==> src/rtc_evirq_defs.vh <==
/*
  Constants for the event-output and interrupt-enable control of the real-time counter.
  Assumes it is included by bare name from the design files; definitions only.
*/
`ifndef RTC_EVIRQ_DEFS_VH
`define RTC_EVIRQ_DEFS_VH

// ----------------------------------------------------------------
// Register offsets
// ----------------------------------------------------------------
`define OFF_EVENT_OUTPUT_CONTROL   8'h04
`define OFF_INTERRUPT_ENABLE_CLEAR 8'h06
`define OFF_INTERRUPT_ENABLE_SET   8'h07
`define OFF_INTERRUPT_FLAG         8'h08

// ----------------------------------------------------------------
// Reset values and writable masks
// ----------------------------------------------------------------
`define RST_EVENT_OUTPUT_CONTROL   16'h0000
`define RST_INTERRUPT_ENABLE       8'h00
`define RST_INTERRUPT_FLAG         8'h00
`define MASK_EVENT_OUTPUT_CONTROL  16'h83FF
`define MASK_INTERRUPT             8'hC3

// ----------------------------------------------------------------
// Field positions in event_output_control
// ----------------------------------------------------------------
`define EV_PERIODIC_HI             7
`define EV_PERIODIC_LO             0
`define EV_COMPARE_ZERO_BIT        8
`define EV_ALARM_ZERO_BIT          8
`define EV_COMPARE_ONE_BIT         9
`define EV_OVERFLOW_BIT            15

// ----------------------------------------------------------------
// Field positions in the interrupt enable and flag registers
// ----------------------------------------------------------------
`define IRQ_OVERFLOW_BIT           7
`define IRQ_SYNC_READY_BIT         6
`define IRQ_COMPARE_ONE_BIT        1
`define IRQ_COMPARE_ZERO_BIT       0
`define IRQ_ALARM_ZERO_BIT         0

// ----------------------------------------------------------------
// Operating modes
// ----------------------------------------------------------------
`define MODE_COUNT32               2'h0
`define MODE_COUNT16               2'h1
`define MODE_CALENDAR              2'h2

// ----------------------------------------------------------------
// Widths
// ----------------------------------------------------------------
`define ADDR_W                     8
`define DATA_W                     16
`define IRQ_W                      8

`endif

==> src/irq_flag_bank.v <==
/*
  Bank of sticky interrupt flags, set by hardware events, cleared by writing ones.
  Assumes set and clear vectors are on CLK; a set in the clearing cycle wins.
*/
`include "rtc_evirq_defs.vh"

module irq_flag_bank #(
  parameter W = 8
) (
  input  wire         clk,
  input  wire         rst_b,
  input  wire [W-1:0] set_vec,
  input  wire [W-1:0] clr_vec,
  output reg  [W-1:0] flag_reg
);

  // ----------------------------------------------------------------
  // Flag storage
  // ----------------------------------------------------------------
  reg [W-1:0] flag_next;

  // Set beats clear so an event in the clearing cycle is never lost
  always @* begin
    flag_next = (flag_reg & ~clr_vec) | set_vec;
  end

  // Async reset to a constant only
  always @(posedge clk or negedge rst_b) begin
    if (!rst_b) begin
      flag_reg <= {W{1'b0}};
    end else begin
      flag_reg <= flag_next;
    end
  end

endmodule

==> src/rtc_event_irq_enable_ctrl.v <==
/*
  Event-output enable and interrupt-enable control of a real-time counter with
  32-bit, 16-bit and clock/calendar modes, with sticky interrupt flags and one IRQ.
  Assumes the counter core, compare/alarm matching and sync-busy logic run on CLK
  and deliver one-cycle event pulses; register port is a plain strobe port.
*/
// Chosen here: the strobed register port.
`include "rtc_evirq_defs.vh"

module rtc_event_irq_enable_ctrl #(
  parameter TAPS = 8
) (
  input  wire                 CLK,
  input  wire                 RST_B,
  input  wire [`ADDR_W-1:0]   ADDR,
  input  wire [`DATA_W-1:0]   WDATA,
  input  wire                 WR,
  input  wire                 RD,
  output reg  [`DATA_W-1:0]   RDATA,
  input  wire [1:0]           COUNT_MODE,
  input  wire                 COUNTER_ENABLED,
  input  wire                 WRITE_LOCK,
  input  wire [TAPS-1:0]      PERIODIC_TICK,
  input  wire                 OVERFLOW,
  input  wire [1:0]           COMPARE_MATCH,
  input  wire                 ALARM_MATCH,
  input  wire                 SYNC_BUSY,
  input  wire                 SYNC_BY_ENABLE,
  output reg  [TAPS-1:0]      EV_PERIODIC,
  output reg                  EV_OVERFLOW,
  output reg  [1:0]           EV_COMPARE,
  output reg                  EV_ALARM_ZERO,
  output reg                  IRQ
);

  // ----------------------------------------------------------------
  // Helpers
  // ----------------------------------------------------------------

  // Address match used by every register decode
  function hit;
    input [`ADDR_W-1:0] a;
    input [`ADDR_W-1:0] off;
    begin
      hit = (a == off);
    end
  endfunction

  // Mode compare used by event and interrupt routing
  function in_mode;
    input [1:0] m;
    input [1:0] code;
    begin
      in_mode = (m == code);
    end
  endfunction

  // ----------------------------------------------------------------
  // Decode
  // ----------------------------------------------------------------
  wire mode32;
  wire mode16;
  wire mode_cal;
  wire wr_event_output_control;
  wire wr_inten_clr;
  wire wr_inten_set;
  wire wr_flag;

  // Reserved mode code 3 routes no compare or alarm source
  assign mode32   = in_mode(COUNT_MODE, `MODE_COUNT32);
  assign mode16   = in_mode(COUNT_MODE, `MODE_COUNT16);
  assign mode_cal = in_mode(COUNT_MODE, `MODE_CALENDAR);

  // Event control is enable- and write-protected
  assign wr_event_output_control = WR & hit(ADDR, `OFF_EVENT_OUTPUT_CONTROL)
                   & ~COUNTER_ENABLED & ~WRITE_LOCK;
  // Enable registers are write-protected only
  assign wr_inten_clr = WR & hit(ADDR, `OFF_INTERRUPT_ENABLE_CLEAR) & ~WRITE_LOCK;
  assign wr_inten_set = WR & hit(ADDR, `OFF_INTERRUPT_ENABLE_SET) & ~WRITE_LOCK;
  // Flag clearing has no protection
  assign wr_flag = WR & hit(ADDR, `OFF_INTERRUPT_FLAG);

  // ----------------------------------------------------------------
  // Event output control register
  // ----------------------------------------------------------------
  reg [`DATA_W-1:0] event_output_control_reg;
  reg [`DATA_W-1:0] event_output_control_next;

  // Writes while running or locked are silently dropped
  always @* begin
    event_output_control_next = event_output_control_reg;
    if (wr_event_output_control) begin
      event_output_control_next = WDATA & `MASK_EVENT_OUTPUT_CONTROL;
    end
  end

  always @(posedge CLK or negedge RST_B) begin
    if (!RST_B) begin
      event_output_control_reg <= `RST_EVENT_OUTPUT_CONTROL;
    end else begin
      event_output_control_reg <= event_output_control_next;
    end
  end

  // ----------------------------------------------------------------
  // Interrupt enable, shared by clear and set views
  // ----------------------------------------------------------------
  reg  [`IRQ_W-1:0] inten_reg;
  reg  [`IRQ_W-1:0] inten_next;
  wire [`IRQ_W-1:0] wbyte;

  assign wbyte = WDATA[`IRQ_W-1:0] & `MASK_INTERRUPT;

  // Ones clear or set, zeros leave bits alone
  always @* begin
    inten_next = inten_reg;
    if (wr_inten_clr) begin
      // Bit 0 is compare-0 or alarm-0 by mode
      inten_next = inten_reg & ~wbyte;
    end else if (wr_inten_set) begin
      inten_next = inten_reg | wbyte;
    end
  end

  always @(posedge CLK or negedge RST_B) begin
    if (!RST_B) begin
      inten_reg <= `RST_INTERRUPT_ENABLE;
    end else begin
      inten_reg <= inten_next;
    end
  end

  // ----------------------------------------------------------------
  // Sync-ready detection
  // ----------------------------------------------------------------
  reg sync_busy_reg;
  reg by_enable_reg;
  wire sync_ready_set;

  // Remember whether the busy period came from enable or software reset
  always @(posedge CLK or negedge RST_B) begin
    if (!RST_B) begin
      sync_busy_reg <= 1'b0;
      by_enable_reg <= 1'b0;
    end else begin
      sync_busy_reg <= SYNC_BUSY;
      if (SYNC_BUSY & SYNC_BY_ENABLE) begin
        by_enable_reg <= 1'b1;
      end else if (~SYNC_BUSY) begin
        by_enable_reg <= 1'b0;
      end
    end
  end

  // Falling busy sets the flag unless enable/reset caused it
  assign sync_ready_set = sync_busy_reg & ~SYNC_BUSY
                        & ~by_enable_reg & ~SYNC_BY_ENABLE;

  // ----------------------------------------------------------------
  // Interrupt flags
  // ----------------------------------------------------------------
  reg  [`IRQ_W-1:0] flag_set;
  wire [`IRQ_W-1:0] flag_clr;
  wire [`IRQ_W-1:0] flag_reg;

  // Route sources by mode; bit 0 is alarm in calendar mode
  always @* begin
    flag_set = {`IRQ_W{1'b0}};
    flag_set[`IRQ_OVERFLOW_BIT]   = OVERFLOW;
    flag_set[`IRQ_SYNC_READY_BIT] = sync_ready_set;
    flag_set[`IRQ_COMPARE_ZERO_BIT] = ((mode32 | mode16) & COMPARE_MATCH[0])
                                    | (mode_cal & ALARM_MATCH);
    flag_set[`IRQ_COMPARE_ONE_BIT]  = mode16 & COMPARE_MATCH[1];
  end

  assign flag_clr = wr_flag ? wbyte : {`IRQ_W{1'b0}};

  irq_flag_bank #(
    .W (`IRQ_W)
  ) u_flags (
    .clk      (CLK),
    .rst_b    (RST_B),
    .set_vec  (flag_set),
    .clr_vec  (flag_clr),
    .flag_reg (flag_reg)
  );

  // ----------------------------------------------------------------
  // Event outputs
  // ----------------------------------------------------------------

  // One-cycle pulses, registered so outputs come from flops
  always @(posedge CLK or negedge RST_B) begin
    if (!RST_B) begin
      EV_PERIODIC   <= {TAPS{1'b0}};
      EV_OVERFLOW   <= 1'b0;
      EV_COMPARE    <= 2'h0;
      EV_ALARM_ZERO <= 1'b0;
    end else begin
      EV_PERIODIC   <= PERIODIC_TICK
                     & event_output_control_reg[`EV_PERIODIC_HI:`EV_PERIODIC_LO];
      EV_OVERFLOW   <= OVERFLOW & event_output_control_reg[`EV_OVERFLOW_BIT];
      EV_COMPARE[0] <= (mode32 | mode16) & COMPARE_MATCH[0]
                     & event_output_control_reg[`EV_COMPARE_ZERO_BIT];
      EV_COMPARE[1] <= mode16 & COMPARE_MATCH[1] & event_output_control_reg[`EV_COMPARE_ONE_BIT];
      EV_ALARM_ZERO <= mode_cal & ALARM_MATCH & event_output_control_reg[`EV_ALARM_ZERO_BIT];
    end
  end

  // ----------------------------------------------------------------
  // Interrupt request
  // ----------------------------------------------------------------

  // Level output, one cycle behind flag or enable change
  always @(posedge CLK or negedge RST_B) begin
    if (!RST_B) begin
      IRQ <= 1'b0;
    end else begin
      IRQ <= |(flag_reg & inten_reg);
    end
  end

  // ----------------------------------------------------------------
  // Read data
  // ----------------------------------------------------------------
  reg [`DATA_W-1:0] rdata_next;

  // Both enable views read one shared state; unmapped reads zero
  always @* begin
    rdata_next = {`DATA_W{1'b0}};
    if (RD) begin
      if (hit(ADDR, `OFF_EVENT_OUTPUT_CONTROL)) begin
        rdata_next = event_output_control_reg;
      end else if (hit(ADDR, `OFF_INTERRUPT_ENABLE_CLEAR)
                   | hit(ADDR, `OFF_INTERRUPT_ENABLE_SET)) begin
        rdata_next = {{(`DATA_W-`IRQ_W){1'b0}}, inten_reg};
      end else if (hit(ADDR, `OFF_INTERRUPT_FLAG)) begin
        rdata_next = {{(`DATA_W-`IRQ_W){1'b0}}, flag_reg};
      end
    end
  end

  // Held only the cycle after the strobe; zero otherwise
  always @(posedge CLK or negedge RST_B) begin
    if (!RST_B) begin
      RDATA <= {`DATA_W{1'b0}};
    end else begin
      RDATA <= rdata_next;
    end
  end

endmodule

==> config.mk <==
export PLATFORM = sky130hd
export DESIGN_NAME = rtc_event_irq_enable_ctrl
export DESIGN_NICKNAME = d
export VERILOG_FILES = /design/src/irq_flag_bank.v /design/src/rtc_event_irq_enable_ctrl.v
export VERILOG_INCLUDE_DIRS = /design/src
export SDC_FILE = /design/constraint.sdc
export NUM_CORES = 1
export LEC_CHECK = 0
export ABC_AREA = 1
export BUFFER_PORTS_ARGS = -buffer_cell sky130_fd_sc_hd__buf_4
export CELL_PAD_IN_SITES_DETAIL_PLACEMENT = 0
export CELL_PAD_IN_SITES_GLOBAL_PLACEMENT = 1
export CORE_MARGIN = 1.5
export CORE_UTILIZATION = 36
export CTS_BUF_LIST = sky130_fd_sc_hd__clkbuf_4
export CTS_CLUSTER_DIAMETER = 80
export CTS_CLUSTER_SIZE = 40
export DETAILED_ROUTE_END_ITERATION = 8
export PLACE_DENSITY = 0.77
export REMOVE_ABC_BUFFERS = 1
export SLEW_MARGIN = 10
export SYNTH_ARGS = -nofsm -noshare
export SYNTH_HDL_FRONTEND = slang
export SYNTH_SLANG_ARGS = --single-unit
==> constraint.sdc <==
create_clock -name CLK -period 0.8 [get_ports CLK]
set_input_delay 0.08 -clock CLK [delete_from_list [all_inputs] [get_ports CLK]]
set_output_delay 0.08 -clock CLK [all_outputs]
set_load 0.03 [all_outputs]
Word level (Yosys, flattened, before mapping)
Index checks and enable logic that the tools add are counted.
{ "word_totals": {"ff_bits": 58} }
{ "classes": {"mux": 9, "reduce_logical": 3, "bitwise": 35, "eq_ne": 7} }
{ "ops": {"columns": ["op", "n"], "rows": [
  ["8-bit 2-to-1 mux", 5],
  ["8-bit bitwise AND", 4],
  ["16-bit 2-to-1 mux", 2],
  ["8-bit by 3-bit equality test with 1-bit output, second input constant", 3],
  ["1-bit bitwise AND", 19],
  ["8-bit NOT", 2],
  ["8-bit OR", 2],
  ["8-bit by 4-bit equality test with 1-bit output, second input constant", 1],
  ["8-bit OR reduction", 1],
  ["1-bit NOT", 5],
  ["1-bit OR", 3],
  ["2-bit by 1-bit equality test with 1-bit output, second input constant", 1],
  ["2-bit equality test, second input constant", 1],
  ["2-bit logical NOT", 1],
  ["1-bit 2-to-1 mux", 2],
  ["2-bit by 1-bit inequality test with 1-bit output, second input constant", 1],
  ["2-bit nonzero test", 1]
]} }

Logic depth before layout (Yosys ltp)
Gate-level depths: netlist of run 1.
{ "logic_depth": {"ltp_word": 6, "mapped_depth": 8, "depth_no_buf": 7} }

Cells and area by module
From an unflattened synthesis of run 1, not the netlist that was laid out.
{ "unflattened": {"hier_cells": 257, "area_unflattened_um2": 2217.1} }
{ "modules_own_cells": {"columns": ["mod", "cells_each", "seq_area_each_um2", "instances", "area_each_um2"], "rows": [
  ["rtc_event_irq_enable_ctrl", 217, 1026.0, 1, 1896.8],
  ["irq_flag_bank", 40, 200.2, 1, 320.3]
]} }

Worst setup path after synthesis of run 1
OpenSTA, ideal clock, no wires.
{ "synth_timing": {"kind": "input -> register", "startpoint": "input port ADDR[7]", "endpoint": "register event_output_control_reg[7]", "slack_ps": -113, "t_arrival_ps": 796, "required_time_ps": 683, "cell_stages": 7, "path_cell_list": "nor2_1 > nand2_1 > nor2_2 > nand3_2 > buf_4 > nand2_1 > o21ai_2"} }
{ "synth_via": {"elab_chain_len": 4} }
{ "synth_lines": {"columns": ["element", "line", "text"], "rows": [
  ["start, declared", "rtc_event_irq_enable_ctrl.v:15", "input wire [`ADDR_W-1:0] ADDR,"],
  ["8-bit by 3-bit equality test with 1-bit output", "rtc_event_irq_enable_ctrl.v:45", "hit = (a == off);"],
  ["1-bit bitwise AND (3 in series)", "rtc_event_irq_enable_ctrl.v:75", "assign wr_event_output_control = WR & hit(ADDR, `OFF_EVENT_OUTPUT_CONTROL)"],
  ["end signal, assigned", "rtc_event_irq_enable_ctrl.v:99", "event_output_control_reg <= `RST_EVENT_OUTPUT_CONTROL;"],
  ["end signal, assigned", "rtc_event_irq_enable_ctrl.v:101", "event_output_control_reg <= event_output_control_next;"],
  ["end, declared", "rtc_event_irq_enable_ctrl.v:86", "reg [`DATA_W-1:0] event_output_control_reg;"]
]} }
No other way between the ends.
A chain may end at the register's enable or synchronous reset.

Final worst setup path of run 1
{ "layout_timing": {"startpoint": "register EV_COMPARE[0]", "endpoint": "output port EV_COMPARE[0]"} }
{ "layout_rtl": {"columns": ["element", "line", "text"], "rows": [
  ["start, declared", "rtc_event_irq_enable_ctrl.v:31", "output reg [1:0] EV_COMPARE,"],
  ["start signal, assigned", "rtc_event_irq_enable_ctrl.v:203", "EV_COMPARE[0] <= (mode32 | mode16) & COMPARE_MATCH[0]"]
]} }
No word-level cell between the ends.

==> impl_summary.md, run 1 <==
Outcome
The flow ran to the end, but the final reports show violations. The checks that failed: setup timing.

Routing
For this run, design rule violations remaining after detail routing come to 0. The average wire length per cell after detail routing is 11.4 microns. After the first detailed-routing iteration, the DRC count stood at 60. The first-pass iteration count of the detailed router is 4. The count of nets left with antenna violations once routing finished came out at 0. The wire length reported by the detailed router is ~4.6 mm. The routed layout has ~1700 vias. Using the TritonRoute via totals, the vias-per-cell ratio works out to 4.30.

STA
The share of the cycle needed by the critical path after routing is 124%. The routed design could run at a clock period as short as approximately 990 ps. On the final layout, the worst hold slack is 114 ps. Setup repair after global routing could not meet its margin everywhere. The final hold violation count is 0. The number of pins with negative max-slew slack in the final report is 0. Setup violations remaining at the end of the flow were counted as 24.

For the final database, setup skew stands at roughly 14 ps. Static timing analysis puts the maximum clock frequency at 1010 MHz. The final setup slack of the worst path is -190 ps.

Clock tree
After clock tree synthesis, the clock-pin slew on the worst setup and hold paths is between 100 and 150 ps. The clock tree from TritonCTS is yes. The clock tree synthesis step divided the H-tree into 2 levels. The clock tree root driver cell is clkbuf_4. The number of sinks on the clock net is 45. Counting the buffers created by CTS gives 5.

The maximum root-to-sink buffer count is 2. The later pin in the worst-skew pair is clocked with a latency of around 360 ps.

Die
The floorplan step defined a die boundary enclosing just under 6000 sq um. For this configuration, the core starts out at a cell density of around 38%. between 70 and 80 I/O pins were placed. In this run the standard cell core region covers 5170 sq um. The number of placement rows is 26. The die is roughly 77 microns tall.

In this run the horizontal extent of the chip is approximately 77 microns.

Worst setup path
The largest single stage delay on the critical path is 410 ps. In this run the number of cells on the critical path is 1. Broken down by cell family, the worst path's largest delay share belongs to flip-flops. Tracing the worst setup path back leads to its startpoint at EV_COMPARE[0]$_DFF_PN0_. STA puts the critical path data required time at just over 700 ps.

The category of the most critical setup path is flip-flop to primary output. The number of buffers and inverters on the critical path is 1. The nature of the critical path startpoint is a flip-flop. Walking the worst path, the cells encountered are buf_6.

In this run the worst setup path terminates at EV_COMPARE[0]. The cell with the biggest individual delay on the critical path is dfrtp_1. The end of the worst register-to-register path is RDATA[0]$_DFF_PN0_. The arrival time of data at the critical path endpoint is roughly 900 ps. For the worst flop-to-flop path, the logic depth is 4. STA classifies the critical path endpoint as a primary output. The reg2reg setup slack is 10 ps. In this run the worst path has a maximum fanout of 1.

GRT
The total congestion overflow is 0. The number of global-route vias before repair was ~1700. The pin count of the biggest net entering global routing is 23. The initial antenna violation count was 0. The first global-routing pass estimated slightly below 8 mm of wire. The global routing usage summed across all routing layers is approximately 17%.

Logic synthesis
After synthesis, flip-flops and latches occupy 57.6% of the total area. Averaged over all synthesized cells, the footprint is between 9 and 10 sq um. The most frequent cell after synthesis is nand2_1. The area fraction of the dominant cell type after synthesis is between 50% and 60%. The async set-or-reset flop fraction in the synthesized netlist is 100%.

The number of library cell types mapped by synthesis is 17. The netlist area before placement is a little under 2000 sq um. Synthesis inferred 45 register bits. During synthesis, Yosys emitted a total of 0 warnings. Among all flip-flop cells after synthesis, the most frequent one is dfrtp_1. The number of instances in the synthesized netlist is ~220. The dominant cell type by area after synthesis is dfrtp_1.

In the synthesized netlist, the cells that appear most often are nand2_1 (47), dfrtp_1 (45), inv_1 (40). Sorting the synthesized cells by area gives the leading types as dfrtp_1 (58%), nand2_1 (9.0%), inv_1 (7.7%), nand3_1 (5.6%), o21ai_2 (4.9%). In this run, synthesis inferred 0 flip-flops with an integrated enable.

Place
Once placement finished, the instance area stood at roughly 2600 sq um. The detailed placement HPWL is 3.25 mm. The port buffer count is 64. The weighted congestion reported at the end of routability-driven placement is 0.838. Prior to clock tree synthesis, the placed netlist has a worst setup slack of -385 ps.

Final layout
The repair_antennas step left the layout with diodes totalling 0. The final layout contains 378 nets. Cells fill approximately 60% of the core in the end. Counting the fill cells in the layout gives 445. Summing all non-filler instances in the final layout gives an area of roughly 3200 sq um. From synthesis to final layout, the design area changed by 62.0%. The fraction of layout cells with a size suffix above 1 is a little over a third.

Flow run
The max-capacitance violation count is 0.

Power and ir drop
Summing internal, switching and leakage power gives around 4.4 mW. In this run the static leakage power is ~1.7 nW. The power density normalized to cell area is 1390 nW/um^2. The worst voltage drop across the vdd grid is about 840 uV.

Hold path
In this run the worst hold path is classified as primary input to asynchronous set/reset pin.
## per-layer routing
metal | vias to the layer above | share of wire [%] | GRT usage, %
li1 | 880 | - | -
met1 | 788 | 45 | 21.9
met2 | 57 | 49 | 28.1
met3 | 9 | 4.7 | 3.69
met4 | 0 | 1.4 | 4.44
met5 | - | 0 | 0
## worst min-delay path by stage
stage                from  depth (start not counted)                       end  slack, ps
global route        RST_B                          2        RDATA[8]$_DFF_PN0_        110
detailed placement  RST_B                          1  EV_PERIODIC[2]$_DFF_PN0_        -20
finish              RST_B                          2  EV_PERIODIC[2]$_DFF_PN0_        110
floorplan           RST_B                          0   EV_ALARM_ZERO$_DFF_PN0_       -220
global placement    RST_B                          1  EV_PERIODIC[2]$_DFF_PN0_        -20
CTS                 RST_B                          2        RDATA[8]$_DFF_PN0_        110
## layout make-up
cell class / count / area (sq um) / area share, %
Sequential cell: 45 / 1130 / 35.5
Inverter: 42 / 158 / 4.98
Tap cell: 70 / 87.6 / 2.76
Clock buffer: 6 / 45.0 / 1.42
Multi-Input combinational cell: 124 / 657 / 20.7
Clock inverter: 2 / 38.8 / 1.22
Timing Repair Buffer: 114 / 1060 / 33.3
## through the flow
step	instances	setup TNS, ps
floorplan	211	-9310
global placement	362	-8560
detailed placement	362	-9960
CTS	401	-4510
global route	403	-5430
finish	403	-4180
## where the power goes
part / switching (mW) / internal (mW)
Clock: 0.735 / 0.700
Sequential: 0.0248 / 2.31
Combinational: 0.291 / 0.347
Total: 1.05 / 3.36
## timing repair
| action | 4_1_cts | 5_1_grt |
|---|---|---|
| pin swaps | 0 | 17 |
| resized for setup | 24 | 12 |
| buffers inserted | 2 | 2 |
| hold buffers | 29 | 0 |
| endpoints found under the setup margin | 26 | 54 |
| endpoints found under the hold margin | 79 | 0 |
## cells by family (layout without fill, tap and decap cells)
family,count (synthesis),after routing,share of synthesized area [%]
AO/OA/AOI/OAI,16,16,6.33
buffers and inverters,51,164,11.9
flip-flops,45,45,57.6
other,1,5,0.192
AND/OR/NAND/NOR,103,103,24.0
## placed cells by master (no fill, tap or decap)
cell type      synthesis  layout
buf_12                 0       3
buf_4                  7      58
buf_6                  2      24
bufinv_16              0       1
clkbuf_4               0       6
clkinv_4               0       1
conb_1                 1       5
dfrtp_1               45      45
dlygate4sd3_1          0      29
inv_1                 40      40
inv_2                  2       2
nand2_1               47      45
nand2_2                0       2
nand3_1               22      18
nand3_2                3       6
nand3_4                0       1
nand4_1                6       6
nor2_1                20      17
nor2_2                 2       4
nor2_4                 2       3
nor3_1                 1       1
o21a_1                 1       1
o21ai_0                4       3
o21ai_1                0       1
o21ai_2               11      11
(Power assumes the default switching activity.)
==> run 2, diff against run 1 <==
--- a/config.mk
+++ b/config.mk
@@ -7,7 +7,7 @@
 export NUM_CORES = 1
 export LEC_CHECK = 0
 export ABC_AREA = 1
-export BUFFER_PORTS_ARGS = -buffer_cell sky130_fd_sc_hd__buf_4
+export BUFFER_PORTS_ARGS = -buffer_cell sky130_fd_sc_hd__buf_2
 export CELL_PAD_IN_SITES_DETAIL_PLACEMENT = 0
 export CELL_PAD_IN_SITES_GLOBAL_PLACEMENT = 1
 export CORE_MARGIN = 1.5
==> constraint.sdc (replaced) <==
create_clock -name CLK -period 1.1 [get_ports CLK]
set_input_delay 0.11 -clock CLK [delete_from_list [all_inputs] [get_ports CLK]]
set_output_delay 0.11 -clock CLK [all_outputs]
set_load 0.03 [all_outputs]
==> run 2 against run 1 <==
Effect of this change:
- the flow now finishes without violations
- setup slack improved by 260 ps
- critical path depth stayed put
- register-to-register slack gained 300 ps
- clock power is 29% lower
- via count down 4.3%
- non-clock buffer count down 11
- power fell by 30%
- combinational power fell by 43%
- routed wire length down 11%
- flip-flop and latch count unchanged
- sequential power decreased by 27%
- critical endpoint is now IRQ
==> impl_summary.md, run 2 (synthesis results as in run 1) <==
Outcome
The flow ran to the end, and the final reports show no timing, DRC or antenna violations.

Hold path
In this run the worst hold path is classified as primary input to flip-flop.

Worst setup path
The number of buffers and inverters on the critical path is 1 (unchanged). The worst setup path is launched from a flip-flop. The category of the most critical setup path is flip-flop to primary output. The capturing element type of the critical path is a primary output. The arrival time of data at the critical path endpoint came to 920 ps (about the same). The data required time of the critical path came to 990 ps (+270 ps). The peak per-stage delay on the critical path is 400 ps (about the same). The cell class contributing the biggest share of worst-path delay is flip-flops.

On the critical path, the stage with the largest delay is an instance of dfrtp_1. Traced cell by cell, the critical path runs through buf_2. The largest fanout on the critical path is 1 (unchanged).

Routing
The average wire length per cell after detail routing is 10.4 microns (-8.8%). The detailed-route DRC error count is 0 (unchanged). The remaining antenna violation count after routing came to 0 (unchanged). The wire length reported by the detailed router came to 4.07 mm (-11%).

The total number of vias is 1659 (-4.3%). The DRC marker count from the first detailed-route iteration came to 50 (-17%). The detail-routed via count per cell was 4.23 (-1.6%). The first-pass iteration count of the detailed router is 4 (unchanged).

Final layout
Leaving out fill and tap cells, the most frequent cell in the layout is buf_2. From synthesis to final layout, the design area changed by 42.1%. The number of fill cells is 502 (+13%). The fraction of layout cells with a size suffix above 1 was 32.3% (-4.3 points). The top cell types in the final layout, fill and taps aside, are buf_2 (63), nand2_1 (47), dfrtp_1 (45), inv_1 (40), dlygate4sd3_1 (27). The post-layout instance count excluding filler cells came to 392 (-2.7%).

The diode insertion count for antenna repair is 0 (unchanged). The utilization after layout was 53.7% (-7.5 points). The number of nets at the end of the flow came to 367 (-2.9%).

GRT
The global routing usage summed across all routing layers is 15.0% (-1.7 points). The initial antenna violation count is 0 (unchanged). The pin count of the biggest net entering global routing came to 46 (+100%). The number of global-route vias before repair was 1548 (-9.3%). The total congestion overflow came to 0 (unchanged). The wire length of the first global-routing pass was 6.82 mm (-13%).

Die
The die area is 5880 sq um (unchanged). The y dimension of the die is 76.7 microns (unchanged). The I/O pin count is 75 (unchanged). The number of placement rows was 26 (unchanged).

The starting density of the core is 37.8% (unchanged). The chip width came to 76.7 microns (unchanged). The area of the core is 5170 sq um (unchanged).

Clock tree
The CTS buffer count is 5 (unchanged). The post-CTS setup buffer count is 0 (-2). The clock tree from TritonCTS is yes. The clock tree root driver cell is clkbuf_4. The number of sinks on the clock net was 45 (unchanged). The H-tree level count was 2 (unchanged). The source-to-sink clock delay at the later pin of the worst-skew pair is 350 ps (about the same). The CTS clock-pin slew for the worst setup and hold paths is 140 ps (about the same).

The maximum root-to-sink buffer count is 2 (unchanged).

Place
The detailed placement HPWL came to 2.93 mm (-9.8%). The instance count after placement with tap cells included is 357 (-1.4%). The port buffer count came to 64 (unchanged). The weighted congestion reported at the end of routability-driven placement is 0.801 (-4.4%).

STA
The number of pins with negative max-slew slack in the final report is 0 (unchanged). The final sum of negative setup slack is 0 ps (+4180 ps). The maximum achievable frequency is between 900 and 1000 MHz. The final number of setup-violating endpoints is 0 (-100%).

The final hold violation count is 0 (unchanged). Subtracting the final worst setup slack from the clock period gives approximately 1000 ps. The worst-case hold slack is 21.0 ps (-93.1 ps). Setup repair after global routing left no endpoint under its margin. The final setup skew came to 7.88 ps (-5.81 ps). After layout, the worst path uses a little over nine tenths of the clock period.

Power and ir drop
The leakage dissipation is 1.57 nW (-7.0%). The worst voltage drop across the vdd grid is 766 uV (-9.3%). The total power draw is 3.08 mW (-30%).

The power density normalized to cell area is 1110 nW/um^2 (-20%).

Flow run
The max-capacitance violation count is 0 (unchanged).
[run 2: what timing repair did]
action / in CTS / in global routing
hold buffers: 26 / 1
gates resized for setup: 0 / 3
hold endpoints to repair: 73 / 2
setup endpoints to repair: 0 / 1
[run 2: routing by layer]
metal / up-vias / global-route usage [%] / routed length (microns)
li1: 862 / - / -
met1: 744 / 18.3 / 1850
met2: 47 / 25.0 / 1980
met3: 6 / 4.17 / 188
met4: 0 / 6.30 / 60
met5: - / 0 / 0
[run 2: area by class of cell]
cell class | instances | area (sq um) | area share [%]
Sequential cell | 45 | 1130 | 40.5
Tap cell | 70 | 87.6 | 3.15
Clock inverter | 3 | 46.3 | 1.67
Clock buffer | 5 | 37.5 | 1.35
Timing Repair Buffer | 103 | 712 | 25.6
Inverter | 42 | 158 | 5.67
Multi-Input combinational cell | 124 | 612 | 22.0
[run 2: power by group]
part           leakage, nW  internal [mW]  switching (mW)  total [mW]
clock network       0.0414          0.481           0.534        1.02
logic                0.926          0.173           0.191       0.363
registers            0.602           1.68          0.0159        1.70
[run 2: worst reg2reg max path: stages, from the launching register on]
cell     delay [ps]
dfrtp_1         430
nand3_1          90
nand3_1          90
nand2_1          60
inv_1            40
[run 2: final timing paths]
check / from / to / slack [ps] / cells past startpoint
setup reg to reg: event_output_control_reg[0]$_DFFE_PN0P_ / RDATA[0]$_DFF_PN0_ / 310 / 4
hold / removal: COMPARE_MATCH[1] / EV_COMPARE[1]$_DFF_PN0_ / 20 / 3
hold reg to reg: event_output_control_reg[5]$_DFFE_PN0P_ / EV_PERIODIC[5]$_DFF_PN0_ / 500 / 2
min in group asynchronous: RST_B / RDATA[1]$_DFF_PN0_ / 240 / 3
setup / recovery: IRQ$_DFF_PN0_ / IRQ / 70 / 1
max in group asynchronous: RST_B / EV_COMPARE[0]$_DFF_PN0_ / 650 / 3
[run 2: metrics by stage]
| step | cell area, sq um | setup slack, ps |
|---|---|---|
| 3_5_place_dp | 2420 | -138 |
| 2_1_floorplan | 1900 | -318 |
| 3_3_place_gp | 2420 | -127 |
| 6_report | 2780 | 65.1 |
| 4_1_cts | 2760 | 44.4 |
| 5_1_grt | 2780 | 3.66 |
